## src/rtl/sdi_rx_defs.svh

```systemverilog
// Register map, field positions, reset values and word codes of the receive status block
`ifndef SDI_RX_DEFS_SVH
`define SDI_RX_DEFS_SVH
`define REG_CTRL       8'h00
`define REG_FORMAT     8'h04
`define REG_STATUS     8'h08
`define REG_MASK       8'h0c
`define REG_LINE_WORDS 8'h10
`define CTRL_EN_BIT    0
`define CTRL_MODE_LSB  1
`define CTRL_MODE_MSB  3
`define CTRL_RESET     4'h1
`define MASK_RESET     3'h0
`define ST_ANC_ERR     0
`define ST_PKT_DONE    1
`define ST_FMT_CHG     2
`define WORD_3FF       10'h3ff
`define WORD_000       10'h000
`define XYZ_F_BIT      8
`define XYZ_H_BIT      6
`define PROG_TIMEOUT   11'h7ff
`define FMT_SD         8'h08
`define FAM_1080       3'h1
`define FAM_720        3'h2
`define FAM_1035       3'h3
`define FAM_1080I25    3'h4
`define RATE_60        4'h7
`define RATE_5994      4'h6
`define RATE_50        4'h5
`define RATE_30        4'h4
`define RATE_2997      4'h3
`define RATE_25        4'h2
`define RATE_24        4'h1
`define RATE_2397      4'h0
`define LINES_720      11'h2d0
`define LINES_1035     11'h40b
`define LINES_1080     11'h438
`define WPL_1650       13'h0672
`define WPL_1980       13'h07bc
`define WPL_2200       13'h0898
`define WPL_2376       13'h0948
`define WPL_2640       13'h0a50
`define WPL_2750       13'h0abe
`define WPL_3300       13'h0ce4
`define WPL_3960       13'h0f78
`define WPL_4120       13'h1018
`define WPL_4125       13'h101d
`endif

```

## src/rtl/sdi_rx_pkg.sv

```systemverilog
// Types shared by the receive status block
package sdi_rx_pkg;
    typedef enum logic [2:0] {mode_sd, mode_hd, mode_dual, mode_3ga, mode_3gb} mode_t;
    typedef enum logic [2:0] {p_idle, p_skip1, p_skip2, p_did, p_sdid, p_dc, p_udw, p_cs}
        parse_state_t;
endpackage : sdi_rx_pkg

```

## src/rtl/anc_chan_if.sv

```systemverilog
// One ancillary channel between the top and its packet parser
`timescale 1ns/10ps
interface anc_chan_if;
    logic [9:0] word;
    logic       stb;
    logic [9:0] out_word;
    logic       out_stb;
    logic       valid;
    logic       err;
    logic       done;
    logic       trs;
    logic       eav;
    logic       field;
    modport parser (input word, stb,
                    output out_word, out_stb, valid, err, done, trs, eav, field);
    modport host   (output word, stb,
                    input out_word, out_stb, valid, err, done, trs, eav, field);
endinterface : anc_chan_if

```

## src/rtl/sdi_rx_status.sv

```systemverilog
// Receive status top: ancillary lane mapping, format report and APB registers
//
// Implementation choices: the register addresses and the APB slave port.
`timescale 1ns/10ps
`include "sdi_rx_defs.svh"
module sdi_rx_status
(
    input  wire logic        clock_i,
    input  wire logic        rst_i,
    input  wire logic [7:0]  paddr_i,
    input  wire logic        psel_i,
    input  wire logic        penable_i,
    input  wire logic        pwrite_i,
    input  wire logic [31:0] pwdata_i,
    output logic      [31:0] prdata_o,
    output logic             pready_o,
    output logic             pslverr_o,
    input  wire logic [39:0] rx_data_i,
    input  wire logic        rx_word_en_i,
    input  wire logic [10:0] active_lines_i,
    input  wire logic        rate_frac_i,
    output logic      [39:0] anc_data_o,
    output logic      [3:0]  anc_valid_o,
    output logic      [3:0]  anc_error_o,
    output logic      [7:0]  video_format_o,
    output logic             trs_o,
    output logic             irq_o
);
    import sdi_rx_pkg::*;

    anc_chan_if ch [4] ();

    logic [3:0]  ctrl;
    logic [2:0]  mask;
    logic [2:0]  status;
    logic [12:0] word_cnt;
    logic [12:0] line_words;
    logic [10:0] since_f;
    logic        interlaced;
    logic [7:0]  fmt_code;
    logic [1:0]  lane_y;
    logic [1:0]  cur_y;
    logic [9:0]  prev_word [2];
    logic [3:0]  used;
    logic [3:0]  out_stb;
    logic [3:0]  valid_v;
    logic [3:0]  err_v;
    logic [3:0]  done_v;
    logic        access;
    logic        mapped;
    logic        rd_status;
    mode_t       mode;

    // Lane L of the data bus
    function automatic logic [9:0] lane(input logic [39:0] d, input int l);
        lane = d[10*l +: 10];
    endfunction : lane

    // Modes with a Cb,Y,Cr,Y multiplex split into Y and C sub-streams
    function automatic logic muxed(input mode_t m);
        muxed = (m == mode_3gb);
    endfunction : muxed

    always_comb
    begin
        unique case (ctrl[`CTRL_MODE_MSB:`CTRL_MODE_LSB])
            3'h1:    mode = mode_hd;
            3'h2:    mode = mode_dual;
            3'h3:    mode = mode_3ga;
            3'h4:    mode = mode_3gb;
            default: mode = mode_sd;
        endcase
    end

    // Channels in use per mode
    always_comb
    begin
        unique case (mode)
            mode_sd:   used = 4'b0001;
            mode_hd:   used = 4'b0011;
            mode_3ga:  used = 4'b0011;
            mode_dual: used = 4'b1111;
            mode_3gb:  used = 4'b1111;
        endcase
        used = ctrl[`CTRL_EN_BIT] ? used : 4'b0000;
    end

    // The first 3FF of a preamble is always a C word
    always_comb
    begin
        for (int l = 0; l < 2; l++)
        begin
            cur_y[l] = (lane(rx_data_i, l) == `WORD_3FF && prev_word[l] != `WORD_3FF)
                       ? 1'b0 : lane_y[l];
        end
    end

    always_ff @(posedge clock_i)
    begin
        if (rst_i)
        begin
            lane_y       <= 2'b00;
            prev_word[0] <= 10'h0;
            prev_word[1] <= 10'h0;
        end
        else if (rx_word_en_i)
        begin
            lane_y       <= ~cur_y;
            prev_word[0] <= lane(rx_data_i, 0);
            prev_word[1] <= lane(rx_data_i, 1);
        end
    end

    genvar k;
    generate
        for (k = 0; k < 4; k++)
        begin : g_chan
            // In 3G-B parsers 3,2 take link A Y,C and parsers 1,0 link B Y,C
            always_comb
            begin
                if (muxed(mode))
                begin
                    ch[k].word = lane(rx_data_i, k / 2);
                    ch[k].stb  = rx_word_en_i & used[k] & (cur_y[k / 2] == 1'(k % 2));
                end
                else
                begin
                    ch[k].word = lane(rx_data_i, k);
                    ch[k].stb  = rx_word_en_i & used[k];
                end
            end

            anc_packet_parser u_parser
            (
                .clock_i (clock_i),
                .rst_i   (rst_i),
                .ch      (ch[k])
            );

            assign out_stb[k] = ch[k].out_stb;
            assign valid_v[k] = ch[k].valid;
            assign err_v[k]   = ch[k].err;
            assign done_v[k]  = ch[k].done;
        end
    endgenerate

    logic [9:0] out_word_v [4];
    assign out_word_v[0] = ch[0].out_word;
    assign out_word_v[1] = ch[1].out_word;
    assign out_word_v[2] = ch[2].out_word;
    assign out_word_v[3] = ch[3].out_word;

    // Parser output word by channel number
    function automatic logic [9:0] ch_word(input int n);
        ch_word = out_word_v[n];
    endfunction : ch_word

    // Data lanes; unused lanes stay low
    always_ff @(posedge clock_i)
    begin
        if (rst_i)
        begin
            anc_data_o <= 40'h0;
        end
        else
        begin
            for (int l = 0; l < 4; l++)
            begin
                if (!used[l] || (muxed(mode) && l >= 2))
                begin
                    anc_data_o[10*l +: 10] <= 10'h0;
                end
                else if (muxed(mode))
                begin
                    if (out_stb[2*l + 1])
                    begin
                        anc_data_o[10*l +: 10] <= ch_word(2*l + 1);
                    end
                    else if (out_stb[2*l])
                    begin
                        anc_data_o[10*l +: 10] <= ch_word(2*l);
                    end
                end
                else if (out_stb[l])
                begin
                    // SD: lane 0 only; HD/3GA: Y on 1, C on 0; dual: all four
                    anc_data_o[10*l +: 10] <= ch_word(l);
                end
            end
        end
    end

    // Flags follow the parser channel numbering, masked to the mode
    always_ff @(posedge clock_i)
    begin
        if (rst_i)
        begin
            anc_valid_o <= 4'h0;
            anc_error_o <= 4'h0;
        end
        else
        begin
            anc_valid_o <= valid_v & used;
            anc_error_o <= err_v & used;
        end
    end

    always_ff @(posedge clock_i)
    begin
        if (rst_i)
        begin
            trs_o <= 1'b0;
        end
        else
        begin
            trs_o <= ch[0].out_stb & ch[0].trs & used[0];
        end
    end

    // Words per line, EAV to EAV, on channel 0
    always_ff @(posedge clock_i)
    begin
        if (rst_i)
        begin
            word_cnt   <= 13'h0;
            line_words <= 13'h0;
        end
        else if (ch[0].out_stb)
        begin
            if (ch[0].eav)
            begin
                line_words <= word_cnt;
                word_cnt   <= 13'h1;
            end
            else if (word_cnt != 13'h1fff)
            begin
                word_cnt <= 13'(word_cnt + 13'h1);
            end
        end
    end

    // Interlace seen while the field bit is set at an EAV within every 2048 lines
    always_ff @(posedge clock_i)
    begin
        if (rst_i)
        begin
            since_f    <= 11'h0;
            interlaced <= 1'b0;
        end
        else if (ch[0].out_stb && ch[0].eav)
        begin
            if (ch[0].field)
            begin
                since_f    <= 11'h0;
                interlaced <= 1'b1;
            end
            else if (since_f == `PROG_TIMEOUT)
            begin
                interlaced <= 1'b0;
            end
            else
            begin
                since_f <= 11'(since_f + 11'h1);
            end
        end
    end

    format_classifier u_format
    (
        .clock_i      (clock_i),
        .rst_i        (rst_i),
        .sd_i         (mode == mode_sd),
        .words_i      (line_words),
        .lines_i      (active_lines_i),
        .interlaced_i (interlaced),
        .frac_i       (rate_frac_i),
        .code_o       (fmt_code)
    );

    always_ff @(posedge clock_i)
    begin
        if (rst_i)
        begin
            video_format_o <= `FMT_SD;
        end
        else
        begin
            video_format_o <= fmt_code;
        end
    end

    // APB: one wait state, access completes at the edge with pready high
    assign access    = psel_i & penable_i & pready_o;
    assign rd_status = access & ~pwrite_i & (paddr_i == `REG_STATUS);
    assign mapped    = paddr_i inside {`REG_CTRL, `REG_FORMAT, `REG_STATUS, `REG_MASK,
                                       `REG_LINE_WORDS};

    always_ff @(posedge clock_i)
    begin
        if (rst_i)
        begin
            pready_o  <= 1'b0;
            pslverr_o <= 1'b0;
            prdata_o  <= 32'h0;
        end
        else
        begin
            pready_o  <= psel_i & penable_i & ~pready_o;
            pslverr_o <= psel_i & penable_i & ~pready_o & ~mapped;
            prdata_o  <= 32'h0;
            if (psel_i && penable_i && !pready_o && !pwrite_i)
            begin
                unique case (paddr_i)
                    `REG_CTRL:       prdata_o <= {28'h0, ctrl};
                    `REG_FORMAT:     prdata_o <= {24'h0, video_format_o};
                    `REG_STATUS:     prdata_o <= {29'h0, status};
                    `REG_MASK:       prdata_o <= {29'h0, mask};
                    `REG_LINE_WORDS: prdata_o <= {19'h0, line_words};
                    default:         prdata_o <= 32'h0;
                endcase
            end
        end
    end

    always_ff @(posedge clock_i)
    begin
        if (rst_i)
        begin
            ctrl <= `CTRL_RESET;
            mask <= `MASK_RESET;
        end
        else if (access && pwrite_i)
        begin
            if (paddr_i == `REG_CTRL)
            begin
                ctrl <= pwdata_i[3:0];
            end
            if (paddr_i == `REG_MASK)
            begin
                mask <= pwdata_i[2:0];
            end
        end
    end

    // Sticky events; a new event wins over the read clear
    always_ff @(posedge clock_i)
    begin
        if (rst_i)
        begin
            status <= 3'h0;
        end
        else
        begin
            status <= (rd_status ? 3'h0 : status)
                    | {video_format_o != fmt_code, |(done_v & used), |(err_v & used)};
        end
    end

    always_ff @(posedge clock_i)
    begin
        if (rst_i)
        begin
            irq_o <= 1'b0;
        end
        else
        begin
            irq_o <= |(status & mask);
        end
    end
endmodule : sdi_rx_status

```

## src/rtl/anc_packet_parser.sv

```systemverilog
// Ancillary packet and timing-reference parser for one word stream
`timescale 1ns/10ps
`include "sdi_rx_defs.svh"
module anc_packet_parser
(
    input  wire logic       clock_i,
    input  wire logic       rst_i,
    anc_chan_if.parser      ch
);
    import sdi_rx_pkg::*;

    parse_state_t state;
    logic [9:0]   w0, w1, w2, w3;
    logic [8:0]   sum;
    logic [7:0]   left;
    logic         perr;
    logic         trs_here;

    // Parity bit 8 even over 7:0, bit 9 its inverse
    function automatic logic bad_parity(input logic [9:0] w);
        bad_parity = (w[8] != ^w[7:0]) | (w[9] == w[8]);
    endfunction : bad_parity

    assign trs_here = (w0 == `WORD_3FF) && (w1 == `WORD_000) && (w2 == `WORD_000);

    // Four-word look-ahead so the preamble is flagged on its first word
    always_ff @(posedge clock_i)
    begin
        if (rst_i)
        begin
            {w0, w1, w2, w3} <= 40'h0;
        end
        else if (ch.stb)
        begin
            {w0, w1, w2, w3} <= {w1, w2, w3, ch.word};
        end
    end

    always_ff @(posedge clock_i)
    begin
        if (rst_i)
        begin
            ch.out_word <= 10'h0;
            ch.out_stb  <= 1'b0;
            ch.trs      <= 1'b0;
            ch.eav      <= 1'b0;
            ch.field    <= 1'b0;
        end
        else
        begin
            ch.out_stb <= ch.stb;
            if (ch.stb)
            begin
                ch.out_word <= w0;
                ch.trs      <= trs_here;
                ch.eav      <= trs_here & w3[`XYZ_H_BIT];
                ch.field    <= w3[`XYZ_F_BIT];
            end
        end
    end

    always_ff @(posedge clock_i)
    begin
        if (rst_i)
        begin
            state    <= p_idle;
            sum      <= 9'h0;
            left     <= 8'h0;
            perr     <= 1'b0;
            ch.valid <= 1'b0;
            ch.err   <= 1'b0;
            ch.done  <= 1'b0;
        end
        else if (!ch.stb)
        begin
            ch.valid <= 1'b0;
            ch.err   <= 1'b0;
            ch.done  <= 1'b0;
        end
        else
        begin
            ch.valid <= state inside {p_did, p_sdid, p_dc, p_udw};
            ch.err   <= 1'b0;
            ch.done  <= 1'b0;
            if (state inside {p_did, p_sdid, p_dc, p_udw})
            begin
                sum <= (state == p_did) ? w0[8:0] : 9'(sum + w0[8:0]);
            end
            if (state inside {p_did, p_sdid, p_dc})
            begin
                perr <= ((state == p_did) ? 1'b0 : perr) | bad_parity(w0);
            end
            if (trs_here)
            begin
                state <= p_idle;
            end
            else
            begin
                unique case (state)
                    p_idle:
                    begin
                        if (w0 == `WORD_000 && w1 == `WORD_3FF && w2 == `WORD_3FF)
                        begin
                            state <= p_skip1;
                        end
                    end
                    p_skip1: state <= p_skip2;
                    p_skip2: state <= p_did;
                    p_did:   state <= p_sdid;
                    p_sdid:  state <= p_dc;
                    p_dc:
                    begin
                        left  <= w0[7:0];
                        state <= (w0[7:0] == 8'h0) ? p_cs : p_udw;
                    end
                    p_udw:
                    begin
                        left <= 8'(left - 8'h1);
                        if (left == 8'h1)
                        begin
                            state <= p_cs;
                        end
                    end
                    p_cs:
                    begin
                        ch.err  <= perr | (w0[8:0] != sum) | (w0[9] == w0[8]);
                        ch.done <= 1'b1;
                        state   <= p_idle;
                    end
                endcase
            end
        end
    end
endmodule : anc_packet_parser

```

## src/rtl/format_classifier.sv

```systemverilog
// Maps measured line length and line count to the 8-bit video format code
`timescale 1ns/10ps
`include "sdi_rx_defs.svh"
module format_classifier
(
    input  wire logic        clock_i,
    input  wire logic        rst_i,
    input  wire logic        sd_i,
    input  wire logic [12:0] words_i,
    input  wire logic [10:0] lines_i,
    input  wire logic        interlaced_i,
    input  wire logic        frac_i,
    output logic      [7:0]  code_o
);
    // Whole and fractional rate pairs share a line length
    function automatic logic [3:0] pick(input logic frac, input logic [3:0] w,
                                        input logic [3:0] f);
        pick = frac ? f : w;
    endfunction : pick

    logic [2:0] fam;
    logic [3:0] rate;

    always_comb
    begin
        fam  = `FAM_1080;
        rate = `RATE_2397;
        if (lines_i == `LINES_720)
        begin
            fam = `FAM_720;
            unique case (words_i)
                `WPL_1650: rate = pick(frac_i, `RATE_60, `RATE_5994);
                `WPL_1980: rate = `RATE_50;
                `WPL_3300: rate = pick(frac_i, `RATE_30, `RATE_2997);
                `WPL_3960: rate = `RATE_25;
                `WPL_4125: rate = `RATE_24;
                default:   rate = `RATE_2397;
            endcase
        end
        else
        begin
            if (lines_i == `LINES_1035)
            begin
                fam = `FAM_1035;
            end
            else if (interlaced_i && words_i == `WPL_2376)
            begin
                fam = `FAM_1080I25;
            end
            unique case (words_i)
                `WPL_2200: rate = (interlaced_i && lines_i != `LINES_1035)
                                  ? pick(frac_i, `RATE_60, `RATE_5994)
                                  : pick(frac_i, `RATE_30, `RATE_2997);
                `WPL_2640: rate = interlaced_i ? `RATE_50 : `RATE_25;
                `WPL_2376: rate = `RATE_25;
                `WPL_2750: rate = pick(frac_i, `RATE_24, `RATE_2397);
                default:   rate = `RATE_2397;
            endcase
        end
    end

    always_ff @(posedge clock_i)
    begin
        if (rst_i)
        begin
            code_o <= `FMT_SD;
        end
        else
        begin
            code_o <= sd_i ? `FMT_SD : {fam, ~interlaced_i, rate};
        end
    end
endmodule : format_classifier

```

## config.mk

```make
export PLATFORM = sky130hd
export DESIGN_NAME = sdi_rx_status
export DESIGN_NICKNAME = d
export VERILOG_FILES = /design/src/rtl/sdi_rx_pkg.sv /design/src/rtl/anc_chan_if.sv /design/src/rtl/sdi_rx_status.sv /design/src/rtl/anc_packet_parser.sv /design/src/rtl/format_classifier.sv
export VERILOG_INCLUDE_DIRS = /design/src /design/src/rtl
export SDC_FILE = /design/constraint.sdc
export NUM_CORES = 1
export LEC_CHECK = 0
export BUFFER_PORTS_ARGS = -buffer_cell sky130_fd_sc_hd__buf_2
export CAP_MARGIN = 10
export CORE_MARGIN = 4
export CORE_UTILIZATION = 60
export DETAILED_ROUTE_END_ITERATION = 8
export HOLD_SLACK_MARGIN = 0.03
export PLACE_DENSITY = 0.84
export SYNTH_ARGS = -nofsm -noshare
export SYNTH_HDL_FRONTEND = slang
export SYNTH_SLANG_ARGS = --single-unit
export TNS_END_PERCENT = 50
```

## constraint.sdc

```tcl
create_clock -name clock_i -period 2.8 [get_ports clock_i]
set_clock_uncertainty 0.15 [all_clocks]
set_input_delay 0.42 -clock clock_i [delete_from_list [all_inputs] [get_ports clock_i]]
set_output_delay 0.42 -clock clock_i [all_outputs]
set_load 0.02 [all_outputs]
```

# Yosys cells after proc, flatten, opt, wreduce, memory -nomap -nowiden
# Memories as Yosys holds them, arrays and structs flattened.
# Cells that the tools add are included.
# Widths: inputs -> output; s select.
[word_totals] wordCells=453 register_bits=453 ram_bits=20 mem_count=1 out_inout_bits=92
[memory_table] memory="prev_word" depth=2 width=10 read_ports=2 rd_ports_with_merged_regs=0 wr=2 line_no="sdi_rx_status.sv:43" text="logic [9:0] prev_word [2];"
[op_classes] addsub=10 mux=81 n_reduce_logical=123 eq_ne=97 bitwise_logic=63
[ops] cell="$eq 10x10->1 const B" count=14
[ops] cell="$logic_not 10->1" count=12
[ops] cell="$mux 10" count=12
[ops] cell="$pmux 3 s8" count=4
[ops] cell="$eq 13x12->1 const B" count=6
[ops] cell="$pmux 13 s5" count=1
[ops] cell="$pmux 8 s2" count=4
[ops] cell="$eq 3x3->1 const B" count=18
[ops] cell="$mux 3" count=16
[ops] cell="$logic_not 8->1" count=5
[ops] cell="$add 9x9->9" count=4
[ops] cell="$eq 3x2->1 const B" count=12
[ops] cell="$mux 9" count=4
[ops] cell="$ne 9x9->1" count=4
[ops] cell="$reduce_and 2->1" count=17
[ops] cell="$eq 8x1->1 const B" count=4
[ops] cell="$reduce_xor 8->1" count=4
[ops] cell="$sub 8x1->8 const B" count=4
[ops] cell="$reduce_or 4->1" count=7
[ops] cell="$mux 1" count=27
[ops] cell="$eq 13x11->1 const B" count=2
[ops] cell="$mux 13" count=2
[ops] cell="$logic_and 1x1->1" count=25
[ops] cell="$reduce_and 3->1" count=8
[ops] cell="other kinds (41)" count=158

# Logic depth before layout (Yosys ltp)
# Gate-level depths: netlist of the first run.
[logic_depth] word_depth=11 mapped_depth=9 ltp_nobuf=9

# Hierarchy
# Synthesis of the first run repeated with hierarchy kept, for this count alone.
[hier_totals] hier_cells=2565 area_unflattened_um2=22741.8
[by_module_without_submodules] module="anc_packet_parser" area_each_um2=3868.7 n_inst=4 seq_area_each_um2=1541.5 cells_per_inst=433
[by_module_without_submodules] module="sdi_rx_status" area_each_um2=6572.6 n_inst=1 seq_area_each_um2=3062.9 cells_per_inst=758
[by_module_without_submodules] module="format_classifier" area_each_um2=694.4 n_inst=1 seq_area_each_um2=160.2 cells_per_inst=75

# Worst setup path before layout of the first run
# No wires, ideal clock.
[synth_timing] path_type="in2reg" startpoint="input rx_data_i[11]" endpoint="register g_chan[2].u_parser.left[0]" path_slack_ps=258 arrival_ps=2317 setup_ps=74 stages=8 path_cell_list="and4_1 > nand3_2 > o311a_1 > buf_2 > or4_1 > buf_2 > or3_1 > a31oi_1"
[synth_between] elab_chain_cells=7
[synth_rtl] item="start, declared" line_no="sdi_rx_status.sv:18" text="input wire logic [39:0] rx_data_i,"
[synth_rtl] item="$eq 10x10->1 (no source line)"
[synth_rtl] item="$logic_and 1x1->1 (no source line)"
[synth_rtl] item="$mux 1" line_no="sdi_rx_status.sv:93" text="cur_y[l] = (lane(rx_data_i, l) == `WORD_3FF && prev_word[l] != `WORD_3FF)"
[synth_rtl] item="$not 1->1" line_no="sdi_rx_status.sv:124" text="ch[k].stb = rx_word_en_i & used[k] & (cur_y[k / 2] == 1'(k % 2));"
[synth_rtl] item="$and 1x1->1" line_no="sdi_rx_status.sv:124"
[synth_rtl] item="$mux 1" line_no="sdi_rx_status.sv:121" text="if (muxed(mode))"
[synth_rtl] item="$reduce_and 3->1 (no source line)"
[synth_rtl] item="end signal, assigned" line_no="anc_packet_parser.sv:113" text="left <= w0[7:0];"
[synth_rtl] item="end signal, assigned" line_no="anc_packet_parser.sv:118" text="left <= 8'(left - 8'h1);"
[synth_rtl] item="end, declared" line_no="anc_packet_parser.sv:15" text="logic [7:0] left;"
# Every way passes these cells.
# A chain may end at the register's enable or synchronous reset.

# Worst setup path in the final report of the first run
[layout_timing] startpoint="input rx_data_i[5]" endpoint="register g_chan[1].u_parser.left[2]"
[layout_between] elab_chain_cells=6
[layout_rtl] item="$eq 10x10->1 (no source line)"
[layout_rtl] item="$logic_and 1x1->1 (no source line)"
[layout_rtl] item="$mux 1" line_no="sdi_rx_status.sv:93"
[layout_rtl] item="$and 1x1->1" line_no="sdi_rx_status.sv:124"
[layout_rtl] item="$mux 1" line_no="sdi_rx_status.sv:121"
[layout_rtl] item="$reduce_and 3->1 (no source line)"
[layout_rtl] item="end signal, assigned" line_no="anc_packet_parser.sv:113"
[layout_rtl] item="end signal, assigned" line_no="anc_packet_parser.sv:118"
[layout_rtl] item="end, declared" line_no="anc_packet_parser.sv:15"
# Every way passes these cells.

==> metrics, run 1 <==
TritonCTS clock tree done; number of buffers added by the clock tree synthesis step 46; clock-pin slew reported for the worst setup and hold paths after clock tree synthesis around 60 ps; cell-by-cell trace of the critical path dlygate4sd3_1 -> buf_2 -> nand4_1 -> or4b_2 -> o21a_2 -> nand4b_1 -> buf_4 -> o21ai_0 -> a21oi_1; total of fill cells in the finished design 2523; min cycle time layout ~2700 ps; number of pins exceeding their max-slew limit in the final report 0; setup tns final 0 ps; library cell with the highest instance count after synthesis sky130_fd_sc_hd__nand2_1; part of the Yosys area used for sequential elements 0.434; via-per-instance ratio around 6.1; number of remaining DRC errors 0; power density relative to cell area about 550 nW/µm²; nature of the critical path endpoint flip-flop; worst slew slack as a fraction of its limit 0.319; Register Area 9270 µm²; Synth warnings 0; Max Freq ~370 MHz; library cell used as clock root buffer sky130_fd_sc_hd__clkbuf_16; Setup Viol. Count Final 0; iteration count of the initial detailed-routing pass 7; Bufs on Longest Clock Path 3; Tcrit/Tclk final 0.972; initial core utilization 0.614; share of Yosys cell area claimed by the top area cell type 0.406; unrepaired setup endpoints after global routing no; number of antenna violations at the first check in global routing 0; static leakage slightly above 9 nW; final-report hold violation count 0; proportion of layout cells with a drive suffix above 1 0.124; area overhead of the layout relative to synthesis 15.0%; floorplan row count roughly 70; final routed wire length divided by cell count 18.1 µm; residual antenna-violating net count after detailed routing 0; Cell Area, Synth 21400 µm²; classification of the worst setup path in2reg; DIE AREA 38700 µm²; CP Data Arrival Time a little over 3000 ps; dpl hpwl between 40000 and 50000 µm; Post-Layout Cell Count approximately 3300; source-to-sink clock delay at the later pin of the worst-skew pair around 560 ps; largest stage delay on the critical path 730 ps; Top FF cell, synth sky130_fd_sc_hd__dfxtp_1; maximum number of pins on one net before global-route repair ~120; count of buffers inserted at the top-level ports between 100 and 150; peak fanout along the critical path 12; Seq cells post-synth approximately 450; Synth top cells by count sky130_fd_sc_hd__nand2_1 (557), sky130_fd_sc_hd__dfxtp_1 (433), sky130_fd_sc_hd__a21oi_1 (302); I/O pin cnt 190; multi-input combinational cell area ~11000 µm²; Ant. Diodes 0; outcome completed; Worst Tran Pin Value a little over 1000 ps; floorplan die height roughly 200 µm; final wirelength between 50000 and 60000 µm; Post-synth EDFFs 20; Syn Inst Count 2627; setup repair bufs after CTS 0; worst min-delay path category in2reg; Top delay family on crit path simple AND/OR/NAND/NOR gates; worst supply voltage drop on vdd around 0.5 mV; cell taking the most area after synthesis sky130_fd_sc_hd__dfxtp_1; Synth async-reset ratio 0; first-pass GRT wire length about 94000 µm; total number of H-tree levels 2; Placed Instances ~3200; Critical Path RT between 3000 and 4000 ps; slowest library cell on the worst path sky130_fd_sc_hd__or4b_2; DRC violation total after the first TritonRoute iteration ~2000; total number of nets in the final design roughly 3000; WP buf/inv 3; Tot GR Track Use 0.292; mean post-synth cell area around 8 µm²; sort of element at the start of the critical path input port; final estimated routing congestion in global placement between 0.9 and 1; via count of the first global-routing pass between 15000 and 20000; horizontal die dimension around 200 µm; total grt overflow 0; core region area ~35000 µm²; ranking of synthesized cells by area sky130_fd_sc_hd__dfxtp_1 (41%), sky130_fd_sc_hd__nand2_1 (9.8%), sky130_fd_sc_hd__a21oi_1 (7.1%); Maximum Capacitance Violations 0; sink count of the clock tree 453; total via count after detailed routing about 20000; synth unique cells 80
-- cell type report --
type / count / share of cell area
flip-flops and latches: 453 / 0.377
clock buffers: 65 / 0.0564
repair buffers: 244 / 0.0661
well taps: 455 / 0.0232
multi-input cells: 1950 / 0.456
clock inverters: 18 / 0.00998
inverters: 71 / 0.0108
-- flip-flops by register name, summed over array words and instances (netlist names), 20 cells and up --
| register | count |
|---|---|
| g_chan.u_parser.w3 | 40 |
| g_chan.u_parser.w1 | 40 |
| g_chan.u_parser.left | 32 |
| g_chan.u_parser.w2 | 40 |
| prev_word | 20 |
| g_chan.u_parser.sum | 36 |
| anc_data_o | 40 |
| g_chan.u_parser.w0 | 40 |
| g_chan.u_parser.ch.out_word | 40 |
-- kinds of logic after synthesis --
group           count (synthesis)  synth area share
compound gates                587             0.166
xor+xnor                       70            0.0287
fa+ha+maj                      88            0.0529
buf+inv                       242            0.0464
flops                         453             0.434
mux                            66            0.0312
other cells                     1          0.000175
simple gates                 1120             0.241
-- what timing repair did --
item / 4_1_cts / 5_1_grt
hold buffers: 10 / 0
gates resized for setup: 0 / 6
setup endpoints to repair: 0 / 14
endpoints found under the hold margin: 10 / 0
-- power breakdown --
group	switching (W)	total (W)	leakage [nW]	internal (W)
Combinational	0.000288	0.000424	4.58	0.000136
Clock	0.00255	0.00655	0.800	0.00399
Sequential	0.0000360	0.00658	3.71	0.00654
Total	0.00288	0.0136	9.09	0.0107
-- worst register-to-register path: stages (launching register included) --
cell                       delay (ps)
sky130_fd_sc_hd__dfxtp_1          350
sky130_fd_sc_hd__o21bai_1         340
sky130_fd_sc_hd__or4b_2           680
sky130_fd_sc_hd__o21a_2           270
sky130_fd_sc_hd__nand4b_1         230
sky130_fd_sc_hd__buf_4            230
sky130_fd_sc_hd__o21ai_0          100
sky130_fd_sc_hd__a21oi_1          160
-- layout by cell type (no fill, tap or decap), types with 14 or more instances in the layout --
cell,Yosys,final
sky130_fd_sc_hd__nor2b_1,22,22
sky130_fd_sc_hd__nand3b_1,16,16
sky130_fd_sc_hd__nand2_1,557,557
sky130_fd_sc_hd__ha_1,84,84
sky130_fd_sc_hd__or4_1,17,17
sky130_fd_sc_hd__xnor2_1,36,36
sky130_fd_sc_hd__nor2_1,211,209
sky130_fd_sc_hd__a211oi_1,70,70
sky130_fd_sc_hd__o21ai_0,74,72
sky130_fd_sc_hd__nand3_1,33,33
sky130_fd_sc_hd__or3_1,14,14
sky130_fd_sc_hd__and3_1,18,18
sky130_fd_sc_hd__edfxtp_1,20,20
sky130_fd_sc_hd__a21oi_1,302,301
sky130_fd_sc_hd__a31oi_1,21,21
sky130_fd_sc_hd__clkbuf_16,0,49
sky130_fd_sc_hd__a311oi_1,15,15
sky130_fd_sc_hd__nand4_1,46,46
sky130_fd_sc_hd__nor4_1,37,37
sky130_fd_sc_hd__mux2i_1,61,61
sky130_fd_sc_hd__buf_2,8,141
sky130_fd_sc_hd__xor2_1,34,34
sky130_fd_sc_hd__dfxtp_1,433,432
sky130_fd_sc_hd__conb_1,1,19
sky130_fd_sc_hd__buf_4,19,83
sky130_fd_sc_hd__nor3_1,49,48
sky130_fd_sc_hd__and2_1,31,31
sky130_fd_sc_hd__inv_1,70,70
-- path summary, 6_finish.rpt --
| check | startpoint | depth (start not counted) | end | slack (ps) |
|---|---|---|---|---|
| hold / removal | psel_i | 3 | pslverr_o$_SDFF_PP0_ | 50 |
| hold reg to reg | g_chan[3].u_parser.ch.valid$_SDFF_PP0_ | 1 | anc_valid_o[3]$_SDFF_PP0_ | 280 |
| setup / recovery | rx_data_i[5] | 9 | g_chan[1].u_parser.left[2]$_SDFFE_PP0P_ | 80 |
| setup reg to reg | ctrl[2]$_SDFFE_PP0P_ | 7 | g_chan[1].u_parser.left[2]$_SDFFE_PP0P_ | 200 |
-- per-layer routing --
layer / wire length (µm) / track usage / vias up / part of all wire
met5: 0 / 0 / - / 0
met4: 2620 / 0.125 / 0 / 0.045
met3: 5110 / 0.0479 / 164 / 0.087
li1: - / - / 9409 / -
met2: 27400 / 0.480 / 896 / 0.47
met1: 23700 / 0.383 / 9337 / 0.40
-- metrics by stage --
step / setup slack, ps / hold WS [ps] / power [W] / instance area, µm² / utilization
global route: 3.18 / 45.3 / 0.0139 / 24600 / 0.706
detailed placement: 29.6 / 270 / 0.00712 / 22800 / 0.656
floorplan: 258 / 256 / 0.00695 / 21400 / -
finish: 77.1 / 47.1 / 0.0136 / 24600 / 0.706
CTS: 5.97 / 30.3 / 0.0136 / 24600 / 0.706
global placement: 68.5 / 268 / 0.00711 / 22800 / 0.656
No activity file was read; power rests on OpenSTA's default activity.
==> inputs of run 2 (changes only) <==
Settings changed: BUFFER_PORTS_ARGS -buffer_cell sky130_fd_sc_hd__buf_2 to default, CTS_CLUSTER_DIAMETER from default to 200, DONT_BUFFER_PORTS from default to 1, PLACE_DENSITY 0.84 to 0.8.
==> run 2 against run 1 <==
The flow now finishes with violations (negative hold slack, negative setup slack). Worst hold slack lost 97 ps. Core utilization rose by 2.8 points. Register-to-register slack got worse by 250 ps. Sequential share of layout area fell by 1.4 points. Routed wire length increased by 10%. Largest power group unchanged.
==> metrics, run 2 (synthesis gave the netlist of run 1 again) <==
nature of the critical path endpoint flip-flop (unchanged); final design area excluding fillers 25600 µm² (was 24600 µm²); horizontal die dimension 197 µm (unchanged); minimum setup slack after placement 218 ps (was 29.6 ps); WHS -50.1 ps (was 47.1 ps); Critical Path RT 3170 ps (was 3120 ps); Max Freq 351 MHz (was 367 MHz); Tcrit/Tclk final 1.02 (was 0.972); classification of the worst setup path reg2reg (was in2reg); dpl hpwl 38700 µm (was 40300 µm); residual antenna-violating net count after detailed routing 0 (unchanged); library cell used as clock root buffer sky130_fd_sc_hd__clkbuf_16 (unchanged); post-route setup slack -51.8 ps (was 77.1 ps); number of remaining DRC errors 0 (unchanged); leading cell type in the layout, fill and taps excluded sky130_fd_sc_hd__nand2_1 (unchanged); I/O pin cnt 190 (unchanged); proportion of layout cells with a drive suffix above 1 0.0744 (was 0.124); violated checks negative hold slack, negative setup slack; final wirelength 64900 µm (was 58800 µm); Tot GR Track Use 0.311 (was 0.292); worst min-delay path category in2reg (unchanged); final-report hold violation count 15 (was 0); number of buffers added by the clock tree synthesis step 45 (was 46); setup tns final -78.0 ps (was 0 ps); floorplan row count 68 (unchanged); power density relative to cell area 518 nW/µm² (was 551 nW/µm²); worst supply voltage drop on vdd 0.611 mV (was 0.492 mV); Net Sw Frac 0.217 (was 0.212); sequential share of power 0.498 (was 0.485); DIE AREA 38700 µm² (unchanged); floorplan die height 197 µm (unchanged); TritonCTS clock tree done (unchanged); maximum number of pins on one net before global-route repair 338 (was 116); number of pins exceeding their max-slew limit in the final report 0 (unchanged); area overhead of the layout relative to synthesis 19.6% (was 15.0%); number of antenna violations at the first check in global routing 8 (was 0); peak fanout along the critical path 32 (was 12); total grt overflow 0 (unchanged); via count of the first global-routing pass 19142 (was 18658); total number of nets in the final design 2976 (was 2952); Worst Tran Pin Value 1050 ps (was 1010 ps); first-pass GRT wire length 99400 µm (was 94400 µm); outcome finished with violations (was completed); DRC violation total after the first TritonRoute iteration 2379 (was 2033); initial core utilization 0.614 (unchanged); Maximum Capacitance Violations 0 (unchanged); sink count of the clock tree 453 (unchanged); source-to-sink clock delay at the later pin of the worst-skew pair 580 ps (was 560 ps); Bufs on Longest Clock Path 3 (unchanged); Final Core Density 0.734 (was 0.706); clock-pin slew reported for the worst setup and hold paths after clock tree synthesis 60 ps (about the same); switching power 0.00287 W (was 0.00288 W); static leakage 9.43 nW (was 9.09 nW); core region area 34800 µm² (unchanged); min cycle time layout 2850 ps (was 2720 ps); final routed wire length divided by cell count 19.7 µm (was 18.1 µm); Setup Viol. Count Final 3 (was 0); iteration count of the initial detailed-routing pass 6 (was 7); worst slew slack as a fraction of its limit 0.294 (was 0.319); final estimated routing congestion in global placement 0.948 (was 0.964); unrepaired setup endpoints after global routing yes (was no); clock share of power 0.477 (was 0.483); total via count after detailed routing 20477 (was 19806); count of buffers inserted at the top-level ports 0 (was 142); most frequent cells in the layout sky130_fd_sc_hd__nand2_1 (557), sky130_fd_sc_hd__dfxtp_1 (426), sky130_fd_sc_hd__a21oi_1 (300) (was sky130_fd_sc_hd__nand2_1 (557), sky130_fd_sc_hd__dfxtp_1 (432), sky130_fd_sc_hd__a21oi_1 (301)); P_int 0.0104 W (was 0.0107 W); via-per-instance ratio 6.22 (was 6.08); total number of H-tree levels 2 (unchanged); combinational power share 0.025 (was 0.031); sort of element at the start of the critical path flip-flop (was input port); CP Data Arrival Time 3220 ps (was 3050 ps); Placed Area 21900 µm² (was 22800 µm²)
-- run 2: per-stage QoR --
step	total power, W	std cells	hold slack, ps
final	0.0132	3292	-50.1
after CTS	0.0132	3235	-196
after global routing	0.0135	3292	-163
after global placement	0.00691	2999	264
after floorplan	0.00695	2645	256
after detailed placement	0.00692	2999	265
-- run 2: what timing repair did --
| action | in CTS | in global routing |
|---|---|---|
| resized for setup | 0 | 30 |
| endpoints found under the hold margin | 369 | 211 |
| setup endpoints to repair | 0 | 76 |
| hold buffers | 155 | 36 |
| setup buffers | 0 | 7 |
-- run 2: path summary, 6_finish.rpt --
check | startpoint | to | slack, ps | cells past startpoint
worst max-delay path | prev_word[0][3]$_SDFFCE_PN0P_ | g_chan[0].u_parser.w3[8]$_SDFFE_PP0P_ | -50 | 8
worst min-delay path | rst_i | g_chan[0].u_parser.sum[7]$_SDFFE_PP0P_ | -50 | 1
worst max register to register | prev_word[0][3]$_SDFFCE_PN0P_ | g_chan[0].u_parser.w3[8]$_SDFFE_PP0P_ | -50 | 8
worst min register to register | g_chan[2].u_parser.ch.valid$_SDFF_PP0_ | anc_valid_o[2]$_SDFF_PP0_ | 280 | 1
-- run 2: layout make-up --
type / count / area, µm²
multi-input combinational: 1950 / 11300
sequential: 453 / 9280
fill: 2393 / 9240
timing repair buffer: 269 / 2570
clock buffer: 61 / 1320
tap: 455 / 569
inverter: 71 / 267
clock inverter: 20 / 219
antenna: 13 / 32.5
-- run 2: routing by layer --
metal	vias to the layer above	track usage	wire length [µm]
met5	-	0	0
met4	0	0.168	4110
met3	290	0.0650	5560
met2	1051	0.507	30300
met1	9675	0.387	24900
li1	9461	-	-
-- run 2: power groups by stage --
stage | clock network, W | registers (W) | logic, W
after CTS | 0.00632 | 0.00658 | 0.000276
final | 0.00631 | 0.00658 | 0.000334
after global placement | 0 | 0.00672 | 0.000189
after global routing | 0.00661 | 0.00658 | 0.000353
after floorplan | 0 | 0.00671 | 0.000243
after detailed placement | 0 | 0.00672 | 0.000197
-- run 2: worst max-delay path: stages (launching register included) --
cell	delay, ps
sky130_fd_sc_hd__edfxtp_1	340
sky130_fd_sc_hd__nand4_1	190
sky130_fd_sc_hd__or4_4	530
sky130_fd_sc_hd__a21oi_4	220
sky130_fd_sc_hd__buf_12	160
sky130_fd_sc_hd__buf_6	250
sky130_fd_sc_hd__nand2_1	120
sky130_fd_sc_hd__a21oi_1	220
sky130_fd_sc_hd__dlygate4sd3_1	580
